File: src/isp_regs.svh
// Operation
// - Extensions start only after the enable command
// - Failed erase or program drives error low
// - Error holds until clear, or reset after disable
// - Status high while flash is readable
// - Status low during program, sector erase and chip erase cycles
// - Enable command may select pull-low-only drive
// - Secured part refuses all content reads
// - Secured part accepts only full chip erase
// - Chip erase blanks part and clears security
// - Protected sector refuses sector erase
// - Blank part: memory ones, configuration zeros
// - Pin-enable bit 0 switches test port
// - Dedicated pins ignore device reset
// - Register-enabled pins abort on device reset
// - Pins enabled by OR of three sources
// - Pin-enable register at offset c7 from base
// - Device reset or software clears enable bit
`ifndef ISP_REGS_SVH
`define ISP_REGS_SVH

// Register map, offset from the I/O register base.
`define PIN_ENABLE_OFS 8'hc7
`define PIN_ENABLE_BIT 0
`define PIN_ENABLE_RST 1'b0

// Scan register sizes and capture pattern.
`define IR_W 4
`define DR_W 16
`define IR_CAPTURE 4'h1

// Instruction codes.
`define CMD_CONFIG_ENABLE 4'h1
`define CMD_CONFIG_DISABLE 4'h2
`define CMD_CLEAR_ERROR 4'h3
`define CMD_PROGRAM 4'h4
`define CMD_ERASE_SECTOR 4'h5
`define CMD_ERASE_CHIP 4'h6
`define CMD_READ 4'h7
`define CMD_SET_SECURITY 4'h8
`define CMD_SET_PROTECT 4'h9
`define CMD_BYPASS 4'hf

// Fields of the enable command's data word.
`define DR_EXT_ON_BIT 0
`define DR_OPEN_DRAIN_BIT 1

// Memory geometry and blank values.
`define SECTOR_COUNT 12
`define SECTOR_BYTES 16
`define BLANK_BYTE 8'hff
`define BLANK_CFG 1'b0

// Flash cycle lengths in clock cycles.
`define PROG_CYCLES 16
`define ERASE_CYCLES 64

`endif

File: src/isp_pkg.sv
package isp_pkg;

   // Test access port controller states.
   typedef enum logic [3:0] {
      TL_RESET, RUN_IDLE, SEL_DR, CAP_DR, SHIFT_DR, EXIT1_DR, PAUSE_DR, EXIT2_DR,
      UPD_DR, SEL_IR, CAP_IR, SHIFT_IR, EXIT1_IR, PAUSE_IR, EXIT2_IR, UPD_IR
   } tap_state_e;

   // Flash cycle in progress.
   typedef enum logic [1:0] {
      OP_IDLE, OP_PROGRAM, OP_ERASE_SECTOR, OP_ERASE_CHIP
   } flash_op_e;

   // Pins that arrive from outside the clock domain.
   typedef struct packed {
      logic tck;
      logic tms;
      logic tdi;
      logic chip_reset_n;
   } pins_s;

   // Extension pin configuration chosen by the enable command.
   typedef struct packed {
      logic on;
      logic open_drain;
   } ext_cfg_s;

endpackage

File: src/isp_sync.sv
`timescale 1ns/10ps
// Two-flop synchroniser for a bundle of asynchronous pins.
module isp_sync #(
   parameter int W = 4,
   parameter logic [W-1:0] INIT = '0
) (
   // Clock and reset.
   input wire logic clk,
   input wire logic reset,
   // Raw and synchronised levels.
   input wire logic [W-1:0] d,
   output logic [W-1:0] q
);
   logic [W-1:0] meta_reg;

   // The first stage feeds only the second stage.
   always_ff @(posedge clk or posedge reset) begin
      if (reset) begin
         meta_reg <= INIT;
         q <= INIT;
      end else begin
         meta_reg <= d;
         q <= meta_reg;
      end
   end
endmodule // isp_sync

File: src/isp_status_security_ctrl.sv
`timescale 1ns/10ps
`include "isp_regs.svh"
// Test port with status and error extensions, security lock and sector protection.
module isp_status_security_ctrl #(
   parameter int PROG_CYCLES = `PROG_CYCLES,
   parameter int ERASE_CYCLES = `ERASE_CYCLES,
   parameter int SECTORS = `SECTOR_COUNT,
   parameter int SECTOR_BYTES = `SECTOR_BYTES
) (
   // Clock and power-on reset.
   input wire logic clk,
   input wire logic reset,
   // Serial test pins and device reset pin.
   input wire logic tck_pin,
   input wire logic tms_pin,
   input wire logic tdi_pin,
   input wire logic chip_reset_n_pin,
   output logic tdo_out,
   output logic tdo_oe,
   // Extension pins.
   output logic isp_status_out,
   output logic isp_status_oe,
   output logic isp_error_out,
   output logic isp_error_oe,
   // Microcontroller register port.
   input wire logic [7:0] mcu_offset,
   input wire logic [7:0] mcu_wdata,
   input wire logic mcu_wr,
   input wire logic mcu_rd,
   output logic [7:0] mcu_rdata,
   // Pin-enable sources and result.
   input wire logic nvm_dedicate,
   input wire logic product_term_pin_select,
   output logic tap_pins_enabled
);
   localparam int BYTES = SECTORS * SECTOR_BYTES;
   localparam int CW = 16;

   // Refuse geometries and counts the logic cannot hold.
   if (BYTES > 256 || SECTORS > 16 || PROG_CYCLES < 1 || ERASE_CYCLES < 1 ||
       PROG_CYCLES >= 2**CW || ERASE_CYCLES >= 2**CW) begin : g_bad_param
      $error("isp_status_security_ctrl: unsupported parameter values");
   end

   function automatic logic [3:0] sector_of(input logic [7:0] a);
      sector_of = 4'(int'(a) / SECTOR_BYTES);
   endfunction

   function automatic isp_pkg::tap_state_e tap_step(input isp_pkg::tap_state_e s,
                                                   input logic m);
      case (s)
         isp_pkg::TL_RESET: tap_step = m ? isp_pkg::TL_RESET : isp_pkg::RUN_IDLE;
         isp_pkg::RUN_IDLE: tap_step = m ? isp_pkg::SEL_DR : isp_pkg::RUN_IDLE;
         isp_pkg::SEL_DR: tap_step = m ? isp_pkg::SEL_IR : isp_pkg::CAP_DR;
         isp_pkg::CAP_DR: tap_step = m ? isp_pkg::EXIT1_DR : isp_pkg::SHIFT_DR;
         isp_pkg::SHIFT_DR: tap_step = m ? isp_pkg::EXIT1_DR : isp_pkg::SHIFT_DR;
         isp_pkg::EXIT1_DR: tap_step = m ? isp_pkg::UPD_DR : isp_pkg::PAUSE_DR;
         isp_pkg::PAUSE_DR: tap_step = m ? isp_pkg::EXIT2_DR : isp_pkg::PAUSE_DR;
         isp_pkg::EXIT2_DR: tap_step = m ? isp_pkg::UPD_DR : isp_pkg::SHIFT_DR;
         isp_pkg::UPD_DR: tap_step = m ? isp_pkg::SEL_DR : isp_pkg::RUN_IDLE;
         isp_pkg::SEL_IR: tap_step = m ? isp_pkg::TL_RESET : isp_pkg::CAP_IR;
         isp_pkg::CAP_IR: tap_step = m ? isp_pkg::EXIT1_IR : isp_pkg::SHIFT_IR;
         isp_pkg::SHIFT_IR: tap_step = m ? isp_pkg::EXIT1_IR : isp_pkg::SHIFT_IR;
         isp_pkg::EXIT1_IR: tap_step = m ? isp_pkg::UPD_IR : isp_pkg::PAUSE_IR;
         isp_pkg::PAUSE_IR: tap_step = m ? isp_pkg::EXIT2_IR : isp_pkg::PAUSE_IR;
         isp_pkg::EXIT2_IR: tap_step = m ? isp_pkg::UPD_IR : isp_pkg::SHIFT_IR;
         isp_pkg::UPD_IR: tap_step = m ? isp_pkg::SEL_DR : isp_pkg::RUN_IDLE;
         default: tap_step = isp_pkg::TL_RESET;
      endcase
   endfunction

   isp_pkg::pins_s pin_raw;
   isp_pkg::pins_s pin_q;
   logic tck_d_reg;
   logic tck_rise;
   logic tck_fall;
   logic warm_rst;
   logic tap_active;

   // Synchronise the pins; device reset idles released.
   assign pin_raw = '{tck: tck_pin, tms: tms_pin, tdi: tdi_pin, chip_reset_n: chip_reset_n_pin};

   isp_sync #(
      .W($bits(isp_pkg::pins_s)),
      .INIT(4'h1)
   ) u_sync (
      .clk(clk),
      .reset(reset),
      .d(pin_raw),
      .q(pin_q)
   );

   // Test clock edges and the reset pin level, all on synchronised copies.
   assign tck_rise = pin_q.tck & ~tck_d_reg;
   assign tck_fall = ~pin_q.tck & tck_d_reg;
   assign warm_rst = ~pin_q.chip_reset_n;

   isp_pkg::tap_state_e tap_reg, tap_next;
   logic [`IR_W-1:0] ir_sh_reg, ir_sh_next, ir_reg, ir_next;
   logic [`DR_W-1:0] dr_reg, dr_next;
   logic tdo_reg, tdo_next, tdo_oe_reg, tdo_oe_next;
   logic cmd_fire;

   isp_pkg::flash_op_e op_reg, op_next;
   logic [CW-1:0] cnt_reg, cnt_next;
   logic [7:0] op_addr_reg, op_addr_next, op_data_reg, op_data_next;
   logic [7:0] mem [BYTES];
   logic [7:0] mem_next [BYTES];

   isp_pkg::ext_cfg_s ext_reg, ext_next;
   logic isc_en_reg, isc_en_next;
   logic disabled_reg, disabled_next;
   logic err_reg, err_next;
   logic secure_reg, secure_next;
   logic [SECTORS-1:0] protect_reg, protect_next;
   logic sw_en_reg, sw_en_next;
   logic [7:0] rdata_next;
   logic busy;
   logic err_set;
   logic err_clr;
   logic [7:0] cmd_addr;
   logic addr_ok;

   assign busy = op_reg != isp_pkg::OP_IDLE;
   assign cmd_addr = dr_reg[7:0];
   assign addr_ok = int'(cmd_addr) < BYTES;

   // Pins follow the OR of three sources; reset halts register- and product-term-enabled ones.
   assign tap_active = nvm_dedicate |
                       ((sw_en_reg | product_term_pin_select) & ~warm_rst);

   // Test access port controller, scan registers and output data.
   always_comb begin
      tap_next = tap_reg;
      ir_sh_next = ir_sh_reg;
      ir_next = ir_reg;
      dr_next = dr_reg;
      tdo_next = tdo_reg;
      tdo_oe_next = tdo_oe_reg;
      cmd_fire = 1'b0;
      if (!tap_active) begin
         tap_next = isp_pkg::TL_RESET;
         ir_next = `CMD_BYPASS;
         tdo_oe_next = 1'b0;
      end else if (tck_rise) begin
         tap_next = tap_step(tap_reg, pin_q.tms);
         case (tap_reg)
            isp_pkg::TL_RESET: ir_next = `CMD_BYPASS;
            isp_pkg::CAP_IR: ir_sh_next = `IR_CAPTURE;
            isp_pkg::SHIFT_IR: ir_sh_next = {pin_q.tdi, ir_sh_reg[`IR_W-1:1]};
            isp_pkg::UPD_IR: ir_next = ir_sh_reg;
            isp_pkg::CAP_DR: begin
               if (ir_reg == `CMD_READ) begin
                  dr_next[15:8] = 8'h00;
                  if (isc_en_reg && !secure_reg && !busy && addr_ok) begin
                     dr_next[15:8] = mem[cmd_addr];
                  end
               end else begin
                  dr_next = {8'h00, 3'h0, busy, err_reg, secure_reg, ext_reg};
               end
            end
            isp_pkg::SHIFT_DR: dr_next = {pin_q.tdi, dr_reg[`DR_W-1:1]};
            isp_pkg::UPD_DR: cmd_fire = 1'b1;
            default: ;
         endcase
      end else if (tck_fall) begin
         tdo_next = (tap_reg == isp_pkg::SHIFT_IR) ? ir_sh_reg[0] : dr_reg[0];
         tdo_oe_next = (tap_reg == isp_pkg::SHIFT_IR) || (tap_reg == isp_pkg::SHIFT_DR);
      end
   end

   always_ff @(posedge clk or posedge reset) begin
      if (reset) begin
         tck_d_reg <= 1'b0;
         tap_reg <= isp_pkg::TL_RESET;
         ir_sh_reg <= '0;
         ir_reg <= `CMD_BYPASS;
         dr_reg <= '0;
         tdo_reg <= 1'b0;
         tdo_oe_reg <= 1'b0;
      end else begin
         tck_d_reg <= pin_q.tck;
         tap_reg <= tap_next;
         ir_sh_reg <= ir_sh_next;
         ir_reg <= ir_next;
         dr_reg <= dr_next;
         tdo_reg <= tdo_next;
         tdo_oe_reg <= tdo_oe_next;
      end
   end

   // Command decode, flash cycles, configuration and error flag.
   always_comb begin
      op_next = op_reg;
      cnt_next = cnt_reg;
      op_addr_next = op_addr_reg;
      op_data_next = op_data_reg;
      ext_next = ext_reg;
      isc_en_next = isc_en_reg;
      disabled_next = disabled_reg;
      secure_next = secure_reg;
      protect_next = protect_reg;
      err_set = 1'b0;
      err_clr = 1'b0;
      for (int i = 0; i < BYTES; i++) begin
         mem_next[i] = mem[i];
      end
      if (!tap_active) begin
         op_next = isp_pkg::OP_IDLE;
         cnt_next = '0;
      end else if (busy) begin
         cnt_next = cnt_reg - CW'(1);
         if (cnt_reg == CW'(1)) begin
            op_next = isp_pkg::OP_IDLE;
            case (op_reg)
               isp_pkg::OP_PROGRAM: begin
                  mem_next[op_addr_reg] = mem[op_addr_reg] & op_data_reg;
                  err_set = (mem[op_addr_reg] & op_data_reg) != op_data_reg;
               end
               isp_pkg::OP_ERASE_SECTOR: begin
                  for (int i = 0; i < BYTES; i++) begin
                     if (sector_of(8'(i)) == op_addr_reg[3:0]) begin
                        mem_next[i] = `BLANK_BYTE;
                     end
                  end
               end
               isp_pkg::OP_ERASE_CHIP: begin
                  for (int i = 0; i < BYTES; i++) begin
                     mem_next[i] = `BLANK_BYTE;
                  end
                  protect_next = '0;
                  secure_next = `BLANK_CFG;
               end
               default: ;
            endcase
         end
      end else if (cmd_fire) begin
         case (ir_reg)
            `CMD_CONFIG_ENABLE: begin
               isc_en_next = 1'b1;
               disabled_next = 1'b0;
               ext_next.on = dr_reg[`DR_EXT_ON_BIT];
               ext_next.open_drain = dr_reg[`DR_OPEN_DRAIN_BIT];
            end
            `CMD_CONFIG_DISABLE: begin
               isc_en_next = 1'b0;
               disabled_next = 1'b1;
               ext_next = '0;
            end
            `CMD_CLEAR_ERROR: err_clr = 1'b1;
            `CMD_PROGRAM: begin
               if (isc_en_reg && !secure_reg) begin
                  if (addr_ok) begin
                     op_next = isp_pkg::OP_PROGRAM;
                     cnt_next = CW'(PROG_CYCLES);
                     op_addr_next = cmd_addr;
                     op_data_next = dr_reg[15:8];
                  end else begin
                     err_set = 1'b1;
                  end
               end
            end
            `CMD_ERASE_SECTOR: begin
               if (isc_en_reg && !secure_reg) begin
                  if (cmd_addr[3:0] >= SECTORS[3:0] || protect_reg[cmd_addr[3:0]]) begin
                     err_set = 1'b1;
                  end else begin
                     op_next = isp_pkg::OP_ERASE_SECTOR;
                     cnt_next = CW'(ERASE_CYCLES);
                     op_addr_next = {4'h0, cmd_addr[3:0]};
                  end
               end
            end
            `CMD_ERASE_CHIP: begin
               if (isc_en_reg) begin
                  op_next = isp_pkg::OP_ERASE_CHIP;
                  cnt_next = CW'(ERASE_CYCLES);
               end
            end
            `CMD_SET_SECURITY: begin
               if (isc_en_reg) begin
                  secure_next = 1'b1;
               end
            end
            `CMD_SET_PROTECT: begin
               if (isc_en_reg && !secure_reg && cmd_addr[3:0] < SECTORS[3:0]) begin
                  protect_next[cmd_addr[3:0]] = 1'b1;
               end
            end
            default: ;
         endcase
      end
      // A reset pulse after the disable command also clears the flag.
      if (warm_rst && disabled_reg) begin
         err_clr = 1'b1;
      end
      err_next = err_set | (err_reg & ~err_clr);
   end

   // Software pin-enable bit; device reset clears it.
   always_comb begin
      sw_en_next = sw_en_reg;
      if (warm_rst) begin
         sw_en_next = `PIN_ENABLE_RST;
      end else if (mcu_wr && mcu_offset == `PIN_ENABLE_OFS) begin
         sw_en_next = mcu_wdata[`PIN_ENABLE_BIT];
      end
      rdata_next = 8'h00;
      if (mcu_rd && mcu_offset == `PIN_ENABLE_OFS) begin
         rdata_next = {7'h00, sw_en_reg};
      end
   end

   always_ff @(posedge clk or posedge reset) begin
      if (reset) begin
         op_reg <= isp_pkg::OP_IDLE;
         cnt_reg <= '0;
         op_addr_reg <= 8'h00;
         op_data_reg <= 8'h00;
         ext_reg <= '0;
         isc_en_reg <= 1'b0;
         disabled_reg <= 1'b0;
         err_reg <= 1'b0;
         secure_reg <= `BLANK_CFG;
         protect_reg <= '0;
         sw_en_reg <= `PIN_ENABLE_RST;
         mcu_rdata <= 8'h00;
      end else begin
         op_reg <= op_next;
         cnt_reg <= cnt_next;
         op_addr_reg <= op_addr_next;
         op_data_reg <= op_data_next;
         ext_reg <= ext_next;
         isc_en_reg <= isc_en_next;
         disabled_reg <= disabled_next;
         err_reg <= err_next;
         secure_reg <= secure_next;
         protect_reg <= protect_next;
         sw_en_reg <= sw_en_next;
         mcu_rdata <= rdata_next;
      end
   end

   // Flash array; power-on reset models the blank part.
   always_ff @(posedge clk or posedge reset) begin
      if (reset) begin
         for (int i = 0; i < BYTES; i++) begin
            mem[i] <= `BLANK_BYTE;
         end
      end else begin
         for (int i = 0; i < BYTES; i++) begin
            mem[i] <= mem_next[i];
         end
      end
   end

   // Extension pins: released until enabled, pull-low-only when open drain.
   always_ff @(posedge clk or posedge reset) begin
      if (reset) begin
         isp_status_out <= 1'b0;
         isp_status_oe <= 1'b0;
         isp_error_out <= 1'b0;
         isp_error_oe <= 1'b0;
         tdo_out <= 1'b0;
         tdo_oe <= 1'b0;
         tap_pins_enabled <= 1'b0;
      end else begin
         isp_status_out <= ext_next.on & ~ext_next.open_drain & ~(op_next != isp_pkg::OP_IDLE);
         isp_status_oe <= ext_next.on &
                          (~ext_next.open_drain | (op_next != isp_pkg::OP_IDLE));
         isp_error_out <= ext_next.on & ~ext_next.open_drain & ~err_next;
         isp_error_oe <= ext_next.on & (~ext_next.open_drain | err_next);
         tdo_out <= tdo_next;
         tdo_oe <= tdo_oe_next;
         tap_pins_enabled <= tap_active;
      end
   end
endmodule // isp_status_security_ctrl

File: config.mk
export PLATFORM = sky130hd
export DESIGN_NAME = isp_status_security_ctrl
export DESIGN_NICKNAME = d
export VERILOG_FILES = /design/src/isp_pkg.sv /design/src/isp_sync.sv /design/src/isp_status_security_ctrl.sv
export VERILOG_INCLUDE_DIRS = /design/src
export SDC_FILE = /design/constraint.sdc
export NUM_CORES = 2
export LEC_CHECK = 0
export ABC_AREA = 1
export BUFFER_PORTS_ARGS = -buffer_cell sky130_fd_sc_hd__buf_4
export CAP_MARGIN = 20
export CORE_AREA = 10 10 527 735
export DETAILED_ROUTE_END_ITERATION = 8
export DIE_AREA = 0 0 537 745
export PLACE_DENSITY_LB_ADDON = 0.2
export SYNTH_ARGS = -nofsm -noshare
export SYNTH_HDL_FRONTEND = slang
export SYNTH_SLANG_ARGS = --single-unit
File: constraint.sdc
create_clock -name clk -period 112.8 [get_ports clk]
set_clock_uncertainty 0.2 [all_clocks]
set_input_delay 5.64 -clock clk [delete_from_list [all_inputs] [get_ports clk]]
set_output_delay 5.64 -clock clk [all_outputs]
set_load 0.01 [all_outputs]
==> out/metrics.yaml <==
gr-total-overflow: 0
clk_latency_ns: 0.89
worstPathCellList: "buf_4 -> inv_8 -> buf_4 -> buf_4 -> buf_4 -> buf_4 -> buf_4 -> buf_4 -> buf_4 -> buf_4"
min-delay-start: "u_sync.meta_reg[3]$_DFF_PP0_"
synth.distinct_cells: 49
first_iter_violations: 7711
synth_area_leaders: "dfstp_2 (44%), a22oi_1 (15%), nand2_1 (13%)"
synth.avg_cell_area_um2: 8.083
ctsHoldBuffers: 0
gp_congestion: 0.8521
cts_buffer_depth: 4
cts_tree: "yes"
drc: 0
die_area_um2: 400100
run_status: "finished clean"
hold_violations: 0
cp.required_ns: 113.57
cpMostUsedCell: "buf_4"
via_per_inst: 5.247
htreeDepth: 4
cts_sinks: 1634
die_h_um: 745
rsz0062_at_grt: "false"
cts-resized-gates: 0
fin_crit_sh_pct: 10.22
drt-pass1-iter-count: 7
grtUsageTotal_pct: 20.85
cp_slowest_stage_delay_ns: 0.83
clkPwrFrac_pct: 50.3
fin_tns_setup_ns: 0
p_leak_nw: 51.53
min_period_ns: 11.52
critical_path_class: "in2async"
drive_gt1_share_pct: 21.23
ir_drop_mv: 0.01164
rows: 266
die_x_um: 537
start_kind: "input port"
syn2layout_area_growth_pct: 11.77
largest_register_ffs: 1536
swShare_pct: 24.29
netlist_instances: 11520
netlist_area_um2: 93080
wirelength_um: 434200
ctsRootBufferMaster: "clkbuf_16"
cp_top_family: "buffers and inverters"
path_clk_slew_ns: 0.06
synth_area_leader_cell: "dfstp_2"
wl_per_cell_um: 26.68
synth_ff_type: "dfstp_2"
ios: 41
postPlaceCellArea_um2: 97890
ys_ff_latch: 1634
start_util_pct: 24.90
power.density_nw_per_um2: 12.24
holdCritPathClass: "reg2reg"
grt_max_degree: 154
r2r-start: "op_addr_reg[1]$_DFFE_PP0P_"
seq_area_frac_synth_pct: 46.00
synth-warning-count: 0
slew_headroom_pct: 21.50
power_frac_comb_pct: 3.0
startpoint: "reset"
cp_max_fo: 93
yosys.area.top_type_share_pct: 43.53
setup_viol: 0
fmax_mhz: 86.78
power.internal_mw: 0.9641
antenna_found_initial: 16
fp.coreArea_um2: 373800
maxSlewViolCount: 0
yosys-top-cells-count: "nand2_1 (3116), a22oi_1 (1821), inv_1 (1640)"
synth-edff-count: 0
grt_pass1_wl_um: 625200
ant_nets: 0
p_sw_mw: 0.3093
numCtsBuffers: 184
nets: 11190
crit_path_top_delay_cell: "buf_4"
async_flop_share_pct: 100.0
io_buffer_count: 26
drv_cap: 0
postCtsSetupBuffers: 0
arrival_ns: 12.30
fill_cells: 40790
grt_pass1_vias: 85530
stdcell_area_um2: 104000
worstMarginPinSlew_ns: 1.178
post-synth-top-count-cell: "nand2_1"
seqPwrFrac_pct: 46.8
crit_buf_inv: 10
dp_hpwl_um: 269400
vias: 85400
end_kind: "asynchronous set/reset pin"
## power by group through the flow
stage	clock [mW]	sequential, mW	combinational (mW)
5_1_grt	0.675	0.596	0.0420
6_report	0.640	0.596	0.0376
2_1_floorplan	0	0.600	0.0242
4_1_cts	0.655	0.596	0.0384
3_3_place_gp	0	0.604	0.0381
3_5_place_dp	0	0.604	0.0382
## cell usage in the layout, fill, tap and decap left out, types with 15 or more instances in the layout
| cell | n |
|---|---|
| nand2_2 | 78 |
| nand4_1 | 52 |
| o221ai_1 | 281 |
| o21ai_0 | 503 |
| clkbuf_8 | 37 |
| a221oi_1 | 101 |
| dfstp_2 | 1542 |
| bufinv_16 | 16 |
| clkinv_2 | 44 |
| dfrtp_1 | 88 |
| o211ai_1 | 21 |
| a22oi_1 | 1821 |
| diode_2 | 15 |
| nor2_1 | 586 |
| nand3_1 | 127 |
| nor2_4 | 70 |
| inv_1 | 1636 |
| clkbuf_1 | 35 |
| nand2_1 | 3105 |
| clkbuf_16 | 185 |
| a21oi_1 | 272 |
| o2111ai_1 | 79 |
| nor2_2 | 102 |
| o22ai_1 | 120 |
| nand2_4 | 32 |
| buf_4 | 214 |
## metal layers
| layer | track usage, % | up-vias | share of wire, % |
|---|---|---|---|
| met2 | 35.20 | 2980 | 48 |
| li1 | - | 38300 | - |
| met1 | 25.55 | 43230 | 40 |
| met3 | 2.564 | 886 | 5.2 |
| met5 | 0 | - | 0.0081 |
| met4 | 12.09 | 6 | 6.6 |
## final cells by class
cell class                      count  area, µm²  area share [%]
Sequential cell                  1634      42830           41.17
Multi-Input combinational cell   7463      40760           39.18
Inverter                         1650       6230           5.988
Tap cell                         4958       6203           5.963
Clock buffer                      257       5270           5.065
Timing Repair Buffer              228       1894           1.821
Clock inverter                     72      813.3          0.7817
Antenna cell                       15      37.54         0.03608
## cell families (layout without fill, tap and decap cells)
logic type | Yosys count | count (layout) | synth area share [%]
and+or+nand+nor | 4202 | 4202 | 18.82
AOI/OAI and AO/OA | 3244 | 3244 | 24.51
xor gates and xnor gates | 4 | 4 | 0.03764
adders and majority gates | 6 | 6 | 0.08065
DFF | 1634 | 1634 | 46.00
other | 1 | 22 | 0.004029
buffers and inverters | 2425 | 2207 | 10.54
## path summary, 6_finish.rpt
kind	endpoint	cells after the start	slack, ns
worst min register to register	u_sync.q[3]$_DFF_PP0_	0	0.15
worst max-delay path	mem[81]$_DFFE_PP1P_	10	101.28
worst min-delay path	u_sync.q[3]$_DFF_PP0_	0	0.15
worst max register to register	mem[1529]$_DFFE_PP1P_	17	105.21
min in group asynchronous	mem[855]$_DFFE_PP1P_	2	5.09
max in group clk	mem[860]$_DFFE_PP1P_	12	104.22
## stage by stage
| stage | total power [mW] | utilization [%] | instances | hold WS, ns | setup WS [ns] |
|---|---|---|---|---|---|
| floorplan | 0.6239 | - | 11520 | 0.1312 | 63.40 |
| global placement | 0.6422 | 26.19 | 15930 | 0.1361 | 100.20 |
| detailed placement | 0.6424 | 26.19 | 15930 | 0.1427 | 100.19 |
| CTS | 1.289 | 27.82 | 16260 | 0.1571 | 101.15 |
| global route | 1.313 | 27.83 | 16270 | 0.1585 | 100.62 |
| finish | 1.274 | 27.84 | 16280 | 0.1532 | 101.28 |
No activity file was read; power rests on OpenSTA's default activity.
